`config.mk`:
```
export PLATFORM = sky130hd
export DESIGN_NAME = sltc_host
export DESIGN_NICKNAME = d
export VERILOG_FILES = /design/src/verilog/sltc_pkg.sv /design/src/verilog/sltc_host.sv /design/src/verilog/sltc_fifo.sv
export SDC_FILE = /design/constraint.sdc
export NUM_CORES = 1
export LEC_CHECK = 0
export BUFFER_PORTS_ARGS = -buffer_cell sky130_fd_sc_hd__buf_2
export CORE_MARGIN = 1.5
export CORE_UTILIZATION = 50
export DETAILED_ROUTE_END_ITERATION = 7
export PLACE_DENSITY = 0.8
export SETUP_SLACK_MARGIN = 0.02
export SLEW_MARGIN = 15
export SYNTH_ARGS = -nofsm -noshare
export SYNTH_HDL_FRONTEND = slang
export SYNTH_HIERARCHICAL = 1
export SYNTH_SLANG_ARGS = --single-unit
```
`constraint.sdc`:
```
create_clock -name I_CLK -period 3.59 [get_ports I_CLK]
set_clock_uncertainty 0.15 [all_clocks]
set_input_delay 0.718 -clock I_CLK [delete_from_list [all_inputs] [get_ports I_CLK]]
set_output_delay 0.718 -clock I_CLK [all_outputs]
set_load 0.03 [all_outputs]
```
`src/verilog/sltc_pkg.sv`:
```
// sltc_pkg: constants shared by the self-test link controller and its fifo.
// assumes one 100 MHz clock; register indices are avalon word addresses.
package sltc_pkg;
	// clock and bus
	localparam int CLK_PERIOD_NS = 10;
	localparam int AVS_ADDR_W = 8;
	localparam int AVS_DATA_W = 32;
	// register indices
	localparam logic [7:0] REG_STATUS_IDX = 8'h01;
	localparam logic [7:0] REG_ERRCNT_IDX = 8'h57;
	localparam logic [7:0] REG_CTRL_IDX = 8'hB3;
	// control register fields
	localparam int CTRL_EN_BIT = 0;
	localparam int CTRL_SEL_LSB = 1;
	localparam int CTRL_SEL_MSB = 2;
	localparam int CTRL_REGMODE_BIT = 3;
	localparam logic [3:0] CTRL_RESET = 4'h0;
	// clock select codes
	localparam logic [1:0] SEL_PCLK = 2'h0;
	localparam logic [1:0] SEL_RSVD = 2'h3;
	// status register fields
	localparam int STAT_STATE_LSB = 0;
	localparam int STAT_STATE_MSB = 2;
	localparam int STAT_LOCK_BIT = 3;
	localparam int STAT_ACTIVE_BIT = 4;
	localparam int STAT_READY_BIT = 5;
	// error counter
	localparam int ERRCNT_W = 8;
	localparam logic [7:0] ERRCNT_RESET = 8'h00;
	localparam logic [7:0] ERRCNT_MAX = 8'hFF;
	// link words and the shared test pattern
	localparam int WORD_W = 12;
	localparam int FIFO_DEPTH = 16;
	localparam logic [11:0] PAT_SEED = 12'hACE;
	localparam logic [11:0] PAT_TAPS = 12'h829;
	typedef enum logic [2:0] {
		ST_IDLE = 3'b000,
		ST_ARM = 3'b001,
		ST_CHECK = 3'b010,
		ST_PULSE = 3'b011,
		ST_GAP = 3'b100,
		ST_DONE = 3'b101
	} sltc_state_t;
endpackage

```
`src/verilog/sltc_host.sv`:
```
// sltc_host: receiving-end controller for at-speed self-test of a serial link.
// assumes link words arrive synchronous to I_CLK with frame-end marks, and
// the link transmitter obeys the back-channel test command and clock select.
`timescale 1ns/10ps
module sltc_host
	import sltc_pkg::*;
(
	input wire logic I_CLK,
	input wire logic I_RESETN,
	input wire logic [7:0] I_AVS_ADDRESS,
	input wire logic I_AVS_READ,
	input wire logic I_AVS_WRITE,
	input wire logic [31:0] I_AVS_WRITEDATA,
	input wire logic [3:0] I_AVS_BYTEENABLE,
	output logic [31:0] O_AVS_READDATA,
	output logic O_AVS_WAITREQUEST,
	input wire logic I_SELFTEST_ENABLE_PIN,
	input wire logic [1:0] I_CLKSEL_PIN,
	input wire logic I_LINK_LOCK,
	input wire logic I_LINK_VALID,
	input wire logic [11:0] I_LINK_DATA,
	input wire logic I_LINK_LAST,
	output logic O_LINK_READY,
	output logic O_BIST_CMD,
	output logic [1:0] O_OSC_SEL,
	output logic O_RESULT
);
	sltc_state_t state;
	sltc_state_t next_state;
	logic ctrl_en;
	logic [1:0] ctrl_sel;
	logic ctrl_regmode;
	logic test_en;
	logic [1:0] sel_eff;
	logic [ERRCNT_W-1:0] err_cnt;
	logic [WORD_W-1:0] lfsr;
	logic frame_err;
	logic fifo_valid;
	logic [WORD_W:0] fifo_data;
	logic chk_pop;
	logic mism;
	logic frame_bad;
	logic session_start;
	logic bus_req;
	logic bus_go;
	logic [31:0] next_rdata;

	// configuration source: pins unless register mode set
	assign test_en = ctrl_regmode ? ctrl_en : I_SELFTEST_ENABLE_PIN;
	always_comb
	begin
		if (!ctrl_regmode)
			sel_eff = I_CLKSEL_PIN;
		else if (ctrl_sel == SEL_RSVD)
			sel_eff = SEL_PCLK;
		else
			sel_eff = ctrl_sel;
	end

	// avalon slave: one wait cycle, then the answer
	assign bus_req = I_AVS_READ || I_AVS_WRITE;
	assign bus_go = bus_req && !O_AVS_WAITREQUEST;

	always_ff @(posedge I_CLK or negedge I_RESETN)
	begin
		if (!I_RESETN)
			O_AVS_WAITREQUEST <= 1'b1;
		else if (bus_req && O_AVS_WAITREQUEST)
			O_AVS_WAITREQUEST <= 1'b0;
		else
			O_AVS_WAITREQUEST <= 1'b1;
	end

	always_ff @(posedge I_CLK or negedge I_RESETN)
	begin
		if (!I_RESETN)
		begin
			ctrl_en <= CTRL_RESET[CTRL_EN_BIT];
			ctrl_sel <= CTRL_RESET[CTRL_SEL_MSB:CTRL_SEL_LSB];
			ctrl_regmode <= CTRL_RESET[CTRL_REGMODE_BIT];
		end
		else if (bus_go && I_AVS_WRITE && I_AVS_ADDRESS == REG_CTRL_IDX && I_AVS_BYTEENABLE[0])
		begin
			ctrl_en <= I_AVS_WRITEDATA[CTRL_EN_BIT];
			ctrl_sel <= I_AVS_WRITEDATA[CTRL_SEL_MSB:CTRL_SEL_LSB];
			ctrl_regmode <= I_AVS_WRITEDATA[CTRL_REGMODE_BIT];
		end
	end

	always_comb
	begin
		next_rdata = '0;
		case (I_AVS_ADDRESS)
			REG_CTRL_IDX:
			begin
				next_rdata[CTRL_EN_BIT] = ctrl_en;
				next_rdata[CTRL_SEL_MSB:CTRL_SEL_LSB] = ctrl_sel;
				next_rdata[CTRL_REGMODE_BIT] = ctrl_regmode;
			end
			REG_ERRCNT_IDX:
				next_rdata[ERRCNT_W-1:0] = err_cnt;
			REG_STATUS_IDX:
			begin
				next_rdata[STAT_STATE_MSB:STAT_STATE_LSB] = state;
				next_rdata[STAT_LOCK_BIT] = I_LINK_LOCK;
				next_rdata[STAT_ACTIVE_BIT] = test_en;
				next_rdata[STAT_READY_BIT] = O_LINK_READY;
			end
			default:
				next_rdata = '0;
		endcase
	end

	always_ff @(posedge I_CLK or negedge I_RESETN)
	begin
		if (!I_RESETN)
			O_AVS_READDATA <= '0;
		else if (I_AVS_READ && O_AVS_WAITREQUEST)
			O_AVS_READDATA <= next_rdata;
	end

	// link words buffered; checker stalls the fifo while pulsing
	sltc_fifo #(
		.WIDTH(WORD_W+1),
		.DEPTH(FIFO_DEPTH)
	) u_fifo (
		.i_clk(I_CLK),
		.i_resetn(I_RESETN),
		.i_flush(session_start),
		.i_in_valid(I_LINK_VALID),
		.i_in_data({I_LINK_LAST, I_LINK_DATA}),
		.o_in_ready(O_LINK_READY),
		.o_out_valid(fifo_valid),
		.o_out_data(fifo_data),
		.i_out_ready(state == ST_CHECK)
	);

	assign chk_pop = fifo_valid && state == ST_CHECK;
	assign mism = fifo_data[WORD_W-1:0] != lfsr;
	assign frame_bad = chk_pop && fifo_data[WORD_W] && (frame_err || mism);
	assign session_start = state == ST_IDLE && test_en;

	always_comb
	begin
		next_state = state;
		case (state)
			ST_IDLE:
				if (test_en)
					next_state = ST_ARM;
			ST_ARM:
				if (!test_en)
					next_state = ST_DONE;
				else if (I_LINK_LOCK)
					next_state = ST_CHECK;
			ST_CHECK:
				if (!test_en)
					next_state = ST_DONE;
				else if (!I_LINK_LOCK)
					next_state = ST_ARM;
				else if (frame_bad)
					next_state = ST_PULSE;
			ST_PULSE:
				next_state = test_en ? ST_GAP : ST_DONE;
			ST_GAP:
				next_state = test_en ? ST_CHECK : ST_DONE;
			ST_DONE:
				next_state = ST_IDLE;
			default:
				next_state = ST_IDLE;
		endcase
	end

	always_ff @(posedge I_CLK or negedge I_RESETN)
	begin
		if (!I_RESETN)
			state <= ST_IDLE;
		else
			state <= next_state;
	end

	// pattern checker; pattern restarts at every frame
	always_ff @(posedge I_CLK or negedge I_RESETN)
	begin
		if (!I_RESETN)
		begin
			lfsr <= PAT_SEED;
			frame_err <= 1'b0;
		end
		else if (state == ST_ARM)
		begin
			lfsr <= PAT_SEED;
			frame_err <= 1'b0;
		end
		else if (chk_pop)
		begin
			if (fifo_data[WORD_W])
			begin
				lfsr <= PAT_SEED;
				frame_err <= 1'b0;
			end
			else
			begin
				lfsr <= {lfsr[WORD_W-2:0], ^(lfsr & PAT_TAPS)};
				frame_err <= frame_err || mism;
			end
		end
	end

	// count survives the end of the test; only reset or a new session clears it
	always_ff @(posedge I_CLK or negedge I_RESETN)
	begin
		if (!I_RESETN)
			err_cnt <= ERRCNT_RESET;
		else if (session_start)
			err_cnt <= ERRCNT_RESET;
		else if (state == ST_CHECK && test_en && I_LINK_LOCK && frame_bad && err_cnt != ERRCNT_MAX)
			err_cnt <= err_cnt + ERRCNT_W'(1);
	end

	// back channel: command and clock select toward the transmitter
	always_ff @(posedge I_CLK or negedge I_RESETN)
	begin
		if (!I_RESETN)
		begin
			O_BIST_CMD <= 1'b0;
			O_OSC_SEL <= SEL_PCLK;
		end
		else
		begin
			O_BIST_CMD <= next_state inside {ST_ARM, ST_CHECK, ST_PULSE, ST_GAP};
			if (session_start)
				O_OSC_SEL <= sel_eff;
		end
	end

	// result pin: high while checking, low pulse per bad frame
	always_ff @(posedge I_CLK or negedge I_RESETN)
	begin
		if (!I_RESETN)
			O_RESULT <= 1'b0;
		else
		begin
			case (next_state)
				ST_CHECK, ST_GAP:
					O_RESULT <= 1'b1;
				ST_PULSE:
					O_RESULT <= 1'b0;
				ST_DONE:
					O_RESULT <= err_cnt == ERRCNT_RESET;
				default:
					O_RESULT <= 1'b0;
			endcase
		end
	end
endmodule // sltc_host

```
`src/verilog/sltc_fifo.sv`:
```
// sltc_fifo: synchronous fifo with valid/ready on both sides.
// assumes one clock; flush drops all content in one cycle.
`timescale 1ns/10ps
module sltc_fifo
	import sltc_pkg::*;
#(
	parameter int WIDTH = 13,
	parameter int DEPTH = 16
)(
	input wire logic i_clk,
	input wire logic i_resetn,
	input wire logic i_flush,
	input wire logic i_in_valid,
	input wire logic [WIDTH-1:0] i_in_data,
	output logic o_in_ready,
	output logic o_out_valid,
	output logic [WIDTH-1:0] o_out_data,
	input wire logic i_out_ready
);
	localparam int AW = $clog2(DEPTH);
	localparam logic [AW:0] DEPTH_C = (AW+1)'(DEPTH);
	logic [WIDTH-1:0] mem [DEPTH];
	logic [AW-1:0] wr_ptr;
	logic [AW-1:0] rd_ptr;
	logic [AW:0] count;
	logic [AW:0] next_count;
	logic push;
	logic pop;

	assign push = i_in_valid && o_in_ready;
	assign pop = o_out_valid && i_out_ready;
	assign o_out_data = mem[rd_ptr];

	always_comb
	begin
		next_count = count;
		if (push && !pop)
			next_count = count + (AW+1)'(1);
		else if (pop && !push)
			next_count = count - (AW+1)'(1);
	end

	always_ff @(posedge i_clk)
	begin
		if (push)
			mem[wr_ptr] <= i_in_data;
	end

	always_ff @(posedge i_clk or negedge i_resetn)
	begin
		if (!i_resetn)
		begin
			wr_ptr <= '0;
			rd_ptr <= '0;
			count <= '0;
			o_in_ready <= 1'b0;
			o_out_valid <= 1'b0;
		end
		else if (i_flush)
		begin
			wr_ptr <= '0;
			rd_ptr <= '0;
			count <= '0;
			o_in_ready <= 1'b1;
			o_out_valid <= 1'b0;
		end
		else
		begin
			if (push)
				wr_ptr <= wr_ptr + AW'(1);
			if (pop)
				rd_ptr <= rd_ptr + AW'(1);
			count <= next_count;
			// registered flags: full and empty known one cycle ahead
			o_in_ready <= next_count != DEPTH_C;
			o_out_valid <= next_count != '0;
		end
	end
endmodule // sltc_fifo

```
==> metrics, run 1 <==
status finished clean; port bufs 48; grt ovf 0; Iter 0 DRT Violations just under 500; register area share after synthesis roughly two thirds; critical path's slowest cell mux4_1; worst-path fanout max 18; combinational family with the most area after synthesis multiplexers; final period utilization between 90% and 100%; layout cells sized above 1 22.7%; critical path buffer and inverter count 2; Initial Util 51.5%; #FFs+latches synth approximately 260; grt met1 use between 20% and 30%; cell family with most CP delay multiplexers; synthesized instance count 646; initial antenna violation count 1; Die Span Y 154 um; core box area 0.0220 mm2; Leak Pwr 4.42 nW; HPWL after DPL between 10000 and 15000 um; P&R area growth vs syn 11.3%; vias in the first global route 6152; number of fillers in the final layout 1592; area of the multi-input gates 0.00338 mm2; top_reg_cell synth edfxtp_1; mux cell area share after synthesis between 10% and 20%; CP Launch Type flip-flop; Residual DRC 0; final core occ 57.3%; fin. max-slew vios 0; adder-cell share of the synthesized area under 10%; gr usage total 19.9%; post-synthesis xor/xnor area fraction 1.78%; Async S/R FF share, synth 21.2%; Clock Tree Buf Depth 3; CTS tree done; num ports 104; fmax slightly below 0.3 GHz; Die ar. 0.0236 mm2; YS warnings 6; met2 Use GR a little over a third; Worst path most repeated cell nand4_1; RSZ-0062 raised after global routing no; Pre-antenna DRT Iters 5; Tmin final between 3 and 4 ns; TritonCTS Sinks 264; critical path class reg2reg; Worst VDD drop 0.000453 V; drt total wl 23100 um; Post-Synth Simple-Gate Area 6.96%; std cell rows 54; Syn Std Cell Area 0.0113 mm2; Synth Area in Compound Gates 4.20%; Setup Viol. Count Final 0; Die W about 150 um; Setup crit end kind flip-flop; crit-path cells buf_6 > mux4_1 > mux4_2 > xor2_1 > nor4_2 > nand4_1 > buf_4 > nand4_1 > mux2_1; # nets final between 700 and 800; register area 0.00766 mm2; R2R depth 9; clk slew on worst S/H paths 0.06 ns; largest net degree at the start of global routing 56; CP peak stage delay between 0.5 and 0.6 ns; total CTS buffers 26; met3 Usage GRT 3.66%; worst hold path type in2async; Slew @ Worst Pin roughly 1.1 ns; PwrDens between 600 and 700 mW/mm2; WP data arrival 3.67 ns; EDFF count, synth 208; # Max-Cap Violations 0; most frequent cells in the layout 208 x edfxtp_1, 47 x buf_2, 46 x dfrtp_1, 39 x nand2_1, 38 x mux4_2; maximum level of the CTS H-tree 1; Worst-Skew Late Latency 0.55 ns; RePlAce Congestion between 0.8 and 0.9; commonest non-fill, non-tap cell in the layout edfxtp_1; Max-slew headroom 25.1%; Worst EP required 3.86 ns; global-route wire length before repair 35400 um; antenna-violating nets left 0; Crit path depth 9; total number of vias between 6k and 7k; TNS Setup 0 ns; Mean Syn Cell Area between 15 and 20 um2; wire per inst about 23 um; Final Hold Fails 0; DR vias/cell 6.06; Netlist cell types between 60 and 70; Clock Root Buffer clkbuf_16; Most Used Layer, Global Route met2
-- worst paths after layout --
check / start / end / slack (ns)
min: I_RESETN / O_AVS_READDATA[2] / 0.05
max reg2reg: u_fifo/rd_ptr[0] / err_cnt[4] / 0.19
min reg2reg: O_AVS_READDATA[0] / O_AVS_READDATA[0] / 0.32
min in group I_CLK: I_AVS_READ / O_AVS_WAITREQUEST / 0.21
max: u_fifo/rd_ptr[0] / err_cnt[4] / 0.19
max in group asynchronous: I_RESETN / lfsr[1] / 2.57
-- metal layers --
metal | vias up | share of wire [%]
li1 | 2658 | -
met1 | 3110 | 39
met2 | 277 | 51
met3 | 41 | 7.1
met4 | 0 | 2.4
met5 | - | 0
-- state kept, by name, indices dropped and copies added (netlist names) --
signal / count
ctrl_en: 1
O_OSC_SEL: 2
O_AVS_WAITREQUEST: 1
u_fifo/rd_ptr: 4
lfsr: 12
state: 3
u_fifo/wr_ptr: 4
u_fifo/mem: 208
ctrl_regmode: 1
u_fifo/o_in_ready: 1
O_RESULT: 1
err_cnt: 8
u_fifo/o_out_valid: 1
ctrl_sel: 2
u_fifo/count: 5
O_AVS_READDATA: 8
frame_err: 1
O_BIST_CMD: 1
-- per-stage QoR --
stage / total power, W / hold WS (ns) / setup WS [ns] / area, um2 / cells
2_1_floorplan: 0.00527 / 0.272 / 0.478 / 11400 / 669
3_3_place_gp: 0.00567 / 0.306 / 0.161 / 11800 / 956
3_5_place_dp: 0.00579 / 0.313 / 0.111 / 11800 / 956
4_1_cts: 0.00836 / 0.193 / 0.109 / 12600 / 1004
5_1_grt: 0.00868 / 0.0871 / 0.0606 / 12600 / 1004
6_report: 0.00832 / 0.0466 / 0.190 / 12600 / 1005
-- cell type report --
type,instances,share of cell area [%]
Sequential cell,264,60.7
Timing Repair Buffer,61,3.02
Tap cell,280,2.77
Multi-Input combinational cell,343,26.8
Clock buffer,34,5.71
Inverter,8,0.238
Clock inverter,14,0.793
Antenna cell,1,0.0198
-- kinds of logic (layout without fill, tap and decap cells) --
family / count (synthesis) / in the layout
xor+xnor: 23 / 23
other cells: 1 / 25
simple gates: 142 / 142
compound gates: 67 / 67
buf+inv: 62 / 117
flops: 264 / 264
fa+ha+maj: 10 / 10
mux: 77 / 77
-- where the power goes --
part	internal [W]	switching, W	leakage [nW]
combinational	0.000820	0.00103	1.43
clock	0.00142	0.00114	0.392
sequential	0.00365	0.000253	2.60
total	0.00590	0.00243	4.42
-- Yosys cell counts, drive strengths merged (2+ instances only) --
cell,n,area (um2)
a21oi,9,45.0
nor2,23,86.3
inv,8,30.0
a311oi,2,23.8
a211o,2,17.5
a22oi,2,15.0
nand3b,3,22.5
and2,17,106
nand4b,2,17.5
edfxtp,208,6250
nand2,39,146
dfrtp,48,1200
xnor2,6,52.6
nand3,8,40.0
clkbuf,10,38.8
a31oi,5,31.3
nand2b,4,25.0
buf,44,328
a21boi,2,15.0
nor3,7,46.3
o31ai,5,42.5
mux4,65,1570
dfstp,8,210
nor3b,2,15.0
and3,8,50.1
or3,3,18.8
and4,3,26.3
a22o,4,35.0
nor4,5,52.6
nor2b,4,25.0
ha,9,113
xor2,17,149
mux2i,3,30.0
o22a,7,61.3
o22ai,2,12.5
mux2,9,101
nand4,8,50.1
a222oi,5,50.1
o21ai,17,85.1
-- what timing repair did --
action,4_1_cts,5_1_grt
endpoints found under the setup margin,1,3
buffers inserted,0,0
gates resized for setup,1,1
hold buffers,0,0
(Power assumes the default switching activity.)
==> run 2: changes to the inputs <==
--- a/config.mk
+++ b/config.mk
@@ -6,10 +6,12 @@
 export NUM_CORES = 1
 export LEC_CHECK = 0
 export BUFFER_PORTS_ARGS = -buffer_cell sky130_fd_sc_hd__buf_2
+export CELL_PAD_IN_SITES_DETAIL_PLACEMENT = 1
+export CELL_PAD_IN_SITES_GLOBAL_PLACEMENT = 1
 export CORE_MARGIN = 1.5
 export CORE_UTILIZATION = 50
 export DETAILED_ROUTE_END_ITERATION = 7
-export PLACE_DENSITY = 0.8
+export PLACE_DENSITY = 0.89
 export SETUP_SLACK_MARGIN = 0.02
 export SLEW_MARGIN = 15
 export SYNTH_ARGS = -nofsm -noshare
==> run 2 against run 1 <==
Combinational power up 8%. Sequential share of layout area fell by 0.88 points. First-iteration DRC count up 0.41%. Clock power rose by 6%. Critical endpoint unchanged. Highest routed layer is now met5.
==> metrics, run 2 (synthesis results as in run 1) <==
worst hold path type in2async (unchanged); critical path class reg2reg (unchanged); grt met1 use 28.1% (was 25.3%); wire per inst 26.2 um (was 23.0 um); TritonCTS Sinks 264 (unchanged); RePlAce Congestion 0.829 (was 0.849); maximum level of the CTS H-tree 1 (unchanged); worst-path fanout max 19 (was 18); fmax 0.284 GHz (was 0.294 GHz); total number of vias 6230 (was 6086); Worst R2R Setup Slack 0.06 ns (was 0.19 ns); Leak Pwr 4.53 nW (was 4.42 nW); RR Startpoint u_fifo/rd_ptr[0] (unchanged); Initial Util 51.5% (unchanged); Worst-Skew Late Latency 0.57 ns (was 0.55 ns); grt ovf 0 (unchanged); Clock Tree Buf Depth 3 (unchanged); status finished clean (unchanged); num ports 104 (unchanged); TNS Setup 0 ns (unchanged); met2 Use GR 40.7% (was 35.0%); Die W 154 um (unchanged); CTS tree done (unchanged); Non-Filler Cell Area, Final 0.0128 mm2 (was 0.0126 mm2); antenna-violating nets left 0 (unchanged); Clock Root Buffer clkbuf_16 (unchanged); PwrDens 674 mW/mm2 (was 659 mW/mm2); placed cell area 0.0119 mm2 (was 0.0118 mm2); DR vias/cell 6.13 (was 6.06); Max-slew headroom 24.6% (was 25.1%); hold_buf cts 0 (unchanged); initial antenna violation count 1 (unchanged); critical path's slowest cell mux4_1 (unchanged); met3 Usage GRT 3.86% (was 3.66%); port bufs 48 (unchanged); CP peak stage delay 0.58 ns (was 0.59 ns); Worst VDD drop 0.000527 V (was 0.000453 V); std cell rows 54 (unchanged); Post-Place Cells 964 (was 956); critical path buffer and inverter count 2 (unchanged); Hold WS 0.138 ns (was 0.0466 ns); drt total wl 26700 um (was 23100 um); # Max-Cap Violations 0 (unchanged); Slew @ Worst Pin 1.10 ns (was 1.09 ns); register name with the most flops u_fifo/mem (unchanged); final period utilization 98.2% (was 94.7%); Antenna Cells 0 (was 1); Most Used Layer, Global Route met2 (unchanged); RSZ-0062 raised after global routing no (unchanged); fin. max-slew vios 0 (unchanged); Worst path most repeated cell nand4_1 (unchanged); commonest non-fill, non-tap cell in the layout edfxtp_1 (unchanged); Residual DRC 0 (unchanged); vias in the first global route 6500 (was 6152); P&R area growth vs syn 12.9% (was 11.3%); Tmin final 3.53 ns (was 3.40 ns); # nets final 795 (was 779); gr usage total 22.8% (was 19.9%); largest registers u_fifo/mem x208, lfsr x12 (unchanged); Setup crit end kind flip-flop (unchanged); global-route wire length before repair 39700 um (was 35400 um); Iter 0 DRT Violations 486 (was 484); CP Launch Type flip-flop (unchanged); WP data arrival 3.78 ns (was 3.67 ns); Pre-antenna DRT Iters 5 (unchanged); R2R depth 9 (unchanged); Cell Count, Final, Fillers Out 1017 (was 1005); r2r endpoint err_cnt[4] (unchanged); core box area 0.0220 mm2 (unchanged); Die Span Y 154 um (unchanged); Worst EP required 3.84 ns (was 3.86 ns); crit-path cells buf_12 > mux4_1 > mux4_2 > xor2_1 > nor4_2 > nand4_1 > buf_4 > nand4_1 > mux2_1 (was buf_6 > mux4_1 > mux4_2 > xor2_1 > nor4_2 > nand4_1 > buf_4 > nand4_1 > mux2_1); Die ar. 0.0236 mm2 (unchanged); most frequent cells in the layout 208 x edfxtp_1, 48 x buf_2, 46 x dfrtp_1, 39 x nand2_1, 38 x mux4_2 (was 208 x edfxtp_1, 47 x buf_2, 46 x dfrtp_1, 39 x nand2_1, 38 x mux4_2); cell family with most CP delay multiplexers (unchanged); layout cells sized above 1 23.7% (was 22.7%); clk slew on worst S/H paths 0.06 ns (about the same); largest net degree at the start of global routing 37 (was 56); max reg flops 208 (unchanged); HPWL after DPL 16400 um (was 13800 um); Final Hold Fails 0 (unchanged); total CTS buffers 28 (was 26); Setup Viol. Count Final 0 (unchanged)
run 2: what timing repair did:
item                                    4_1_cts  5_1_grt
endpoints found under the setup margin        0        4
gates resized for setup                       0        3
buffers inserted                              0        4
run 2: worst max-delay path by stage:
stage	start	endpoint	slack, ns	depth (start not counted)
detailed placement	u_fifo/rd_ptr[0]	err_cnt[4]	0.11	9
CTS	u_fifo/rd_ptr[0]	err_cnt[4]	0.05	9
global route	u_fifo/rd_ptr[0]	err_cnt[4]	0.006	9
floorplan	u_fifo/rd_ptr[0]	err_cnt[6]	0.48	10
finish	u_fifo/rd_ptr[0]	err_cnt[4]	0.06	9
global placement	u_fifo/rd_ptr[0]	err_cnt[4]	0.25	9
run 2: per-stage QoR:
| step | utilization (%) | setup WS, ns | total power [W] |
|---|---|---|---|
| after global routing | 58.2 | 0.00599 | 0.00893 |
| after CTS | 57.8 | 0.0533 | 0.00860 |
| after floorplan | - | 0.478 | 0.00527 |
| after global placement | 53.9 | 0.246 | 0.00570 |
| after detailed placement | 53.9 | 0.115 | 0.00587 |
| final | 58.2 | 0.0629 | 0.00863 |
run 2: worst reg2reg max path, stage by stage, from the launching register on:
cell and delay, ns:
dfrtp_2 0.47, buf_12 0.22, mux4_1 0.59, mux4_2 0.53
xor2_1 0.22, nor4_2 0.38, nand4_1 0.16, buf_4 0.21
nand4_1 0.11, mux2_1 0.36
run 2: cell type report:
type	count	area [um2]
Clock buffer	33	719
Fill cell	1964	9210
Tap cell	280	350
Multi-Input combinational cell	343	3400
Timing Repair Buffer	75	518
Clock inverter	14	140
Inverter	8	30.0
Sequential cell	264	7660
run 2: power by group:
| part | leakage, nW | switching, W | internal, W |
|---|---|---|---|
| clock network | 0.418 | 0.00115 | 0.00157 |
| logic | 1.51 | 0.00111 | 0.000887 |
| registers | 2.60 | 0.000275 | 0.00365 |
| total | 4.53 | 0.00253 | 0.00610 |
run 2: routing by layer:
metal / routed length, um / part of all wire (%)
met2: 13800 / 52
met4: 964 / 3.6
met1: 10300 / 38
met3: 1600 / 6.0
met5: 12 / 0.045
==> run 3: changes to the inputs <==
--- a/config.mk
+++ b/config.mk
@@ -5,13 +5,15 @@
 export SDC_FILE = /design/constraint.sdc
 export NUM_CORES = 1
 export LEC_CHECK = 0
+export ABC_CLOCK_PERIOD_IN_PS = 3590
 export BUFFER_PORTS_ARGS = -buffer_cell sky130_fd_sc_hd__buf_2
 export CELL_PAD_IN_SITES_DETAIL_PLACEMENT = 1
 export CELL_PAD_IN_SITES_GLOBAL_PLACEMENT = 1
-export CORE_MARGIN = 1.5
+export CORE_MARGIN = 8
 export CORE_UTILIZATION = 50
 export DETAILED_ROUTE_END_ITERATION = 7
 export PLACE_DENSITY = 0.89
+export REMOVE_ABC_BUFFERS = 1
 export SETUP_SLACK_MARGIN = 0.02
 export SLEW_MARGIN = 15
 export SYNTH_ARGS = -nofsm -noshare
==> run 3 against run 2 <==
Global-route usage is 3.4 points lower. Sequential share of layout area is 0.15 points lower. Sequential power hardly changed. Final area is 0.25% higher. Hold slack better by 0.062 ns. Final cell count is 0.59% higher. Die area is 18% higher. Worst setup slack better by 0.099 ns. Maximum frequency is 2.9% higher. Register-to-register slack better by 0.099 ns. Via count is 0.34% lower. Critical path type unchanged. Highest routed layer is now met4.
==> metrics, run 3 (synthesis results as in run 1) <==
status finished clean (unchanged); HPWL after DPL 16500 um (was 16400 um); fmax 0.292 GHz (was 0.284 GHz); CP Launch Type flip-flop (unchanged); drt total wl 26900 um (was 26700 um); commonest non-fill, non-tap cell in the layout edfxtp_1 (unchanged); Worst VDD drop 0.000485 V (was 0.000527 V); Worst-Skew Late Latency 0.57 ns (about the same); total CTS buffers 28 (unchanged); initial antenna violation count 0 (was 1); register share of total power 44.6% (was 45.5%); Net Sw Frac 29.2% (was 29.3%); Clock Tree Buf Depth 3 (unchanged); Post-CTS Repair Setup Buffers 0 (unchanged); Worst EP required 3.86 ns (was 3.84 ns); gr usage total 19.4% (was 22.8%); Die ar. 0.0278 mm2 (was 0.0236 mm2); Tmin final 3.43 ns (was 3.53 ns); fin. max-slew vios 0 (unchanged); # nets final 791 (was 795); placed cell area 0.0119 mm2 (about the same); NetSw 0.00257 W (was 0.00253 W); PwrDens 684 mW/mm2 (was 674 mW/mm2); Iter 0 DRT Violations 447 (was 486); most frequent cells in the layout 208 x edfxtp_1, 48 x buf_2, 46 x dfrtp_1, 39 x nand2_1, 38 x mux4_2 (unchanged); met2 Use GR 34.9% (was 40.7%); number of fillers in the final layout 2037 (was 1964); worst-path fanout max 24 (was 19); Clock power frac 33.2% (was 31.5%); global-route wire length before repair 40900 um (was 39700 um); Setup Viol. Count Final 0 (unchanged); clk slew on worst S/H paths 0.07 ns (was 0.06 ns); Most Used Layer, Global Route met2 (unchanged); port bufs 48 (unchanged); Pre-antenna DRT Iters 5 (unchanged); r2r endpoint err_cnt[4] (unchanged); grt ovf 0 (unchanged); RePlAce Congestion 0.845 (was 0.829); vias in the first global route 6777 (was 6500); Clock Root Buffer clkbuf_16 (unchanged); R2R depth 9 (unchanged); hold-critical path depth 2; num ports 104 (unchanged); antenna-violating nets left 0 (unchanged); # Max-Cap Violations 0 (unchanged); Logic pwr share 22.3% (was 23.1%); Antenna Cells 0 (unchanged); final period utilization 95.5% (was 98.2%); Max-slew headroom 25.8% (was 24.6%); wire per inst 26.3 um (was 26.2 um); register name with the most flops u_fifo/mem (unchanged); area of the multi-input gates 0.00339 mm2 (was 0.00340 mm2); Die Span Y 167 um (was 154 um); hold_sp I_AVS_READ; RR Startpoint u_fifo/rd_ptr[0] (unchanged); Residual DRC 0 (unchanged); P&R area growth vs syn 13.2% (was 12.9%); core box area 0.0224 mm2 (was 0.0220 mm2); WP data arrival 3.70 ns (was 3.78 ns); grt met1 use 21.6% (was 28.1%); Die W 167 um (was 154 um); register area 0.00766 mm2 (unchanged); dpl ws 0.145 ns (was 0.115 ns); TNS Setup 0 ns (unchanged); Initial Util 50.6% (was 51.5%); Leak Pwr 4.54 nW (was 4.53 nW); max reg flops 208 (unchanged); TritonCTS Sinks 264 (unchanged); Post-Place Cells 970 (was 964); Setup crit end kind flip-flop (unchanged); CTS tree done (unchanged); critical path class reg2reg (unchanged); end of the worst hold path O_AVS_WAITREQUEST; met3 Usage GRT 4.37% (was 3.86%); Final WS setup 0.162 ns (was 0.0629 ns); RSZ-0062 raised after global routing no (unchanged); maximum level of the CTS H-tree 1 (unchanged); largest registers u_fifo/mem x208, lfsr x12 (unchanged); Cell Count, Final, Fillers Out 1023 (was 1017); layout cells sized above 1 24.4% (was 23.7%); Worst R2R Setup Slack 0.16 ns (was 0.06 ns); std cell rows 55 (was 54); total number of vias 6209 (was 6230); largest net degree at the start of global routing 56 (was 37); Final Hold Fails 0 (unchanged); Slew @ Worst Pin 1.11 ns (was 1.10 ns); Hold WS 0.199 ns (was 0.138 ns); worst hold path type in2reg (was in2async); DR vias/cell 6.07 (was 6.13); internal power 0.00622 W (was 0.00610 W); Non-Filler Cell Area, Final 0.0128 mm2 (about the same)
==> run 3: layer usage <==
| metal | wire (um) | share of wire, % |
|---|---|---|
| met2 | 14100 | 52 |
| met5 | 0 | 0 |
| met3 | 1750 | 6.5 |
| met4 | 1310 | 4.8 |
| met1 | 9810 | 36 |
==> run 3: timing repair <==
item | 4_1_cts | 5_1_grt
gates resized for setup | 1 | 3
hold buffers | 1 | 0
pin swaps | 0 | 1
endpoints found under the hold margin | 14 | 0
setup endpoints to repair | 2 | 4
==> run 3: area by class of cell <==
type                    count  share of cell area, %
multi-input cells         343                   26.4
inverters                   8                  0.234
well taps                 285                   2.78
clock buffers              35                   5.89
flip-flops and latches    264                   59.6
clock inverters            17                   1.49
repair buffers             71                   3.56
==> run 3: how the worst max path moves through the flow <==
stage | from | to | slack, ns | cells past startpoint
finish | u_fifo/rd_ptr[0] | err_cnt[4] | 0.16 | 9
CTS | u_fifo/rd_ptr[0] | err_cnt[4] | 0.11 | 9
floorplan | u_fifo/rd_ptr[0] | err_cnt[4] | -1.04 | 7
global placement | u_fifo/rd_ptr[0] | err_cnt[4] | 0.19 | 9
global route | u_fifo/rd_ptr[0] | err_cnt[4] | 0.02 | 9
detailed placement | u_fifo/rd_ptr[0] | err_cnt[4] | 0.14 | 9
==> run 3: power groups by stage <==
| stage | Sequential, W | Combinational (W) | Clock (W) |
|---|---|---|---|
| global placement | 0.00392 | 0.00176 | 0 |
| CTS | 0.00391 | 0.00195 | 0.00297 |
| global route | 0.00395 | 0.00210 | 0.00306 |
| floorplan | 0.00403 | 0.00115 | 0 |
| detailed placement | 0.00396 | 0.00190 | 0 |
| finish | 0.00391 | 0.00196 | 0.00292 |
==> run 3: critical path, stage by stage, from the launching register on <==
cell and delay [ns]:
dfrtp_2 0.44, buf_12 0.23, mux4_1 0.58, mux4_2 0.51
xor2_1 0.20, nor4_2 0.38, nand4_1 0.17, buf_4 0.21
nand4_1 0.10, mux2_1 0.32
==> run 3: per-stage QoR <==
step                total power, W  utilization, %
floorplan                  0.00518               -
global placement           0.00569            52.9
detailed placement         0.00586            52.9
CTS                        0.00883            57.2
global route               0.00912            57.3
finish                     0.00878            57.3
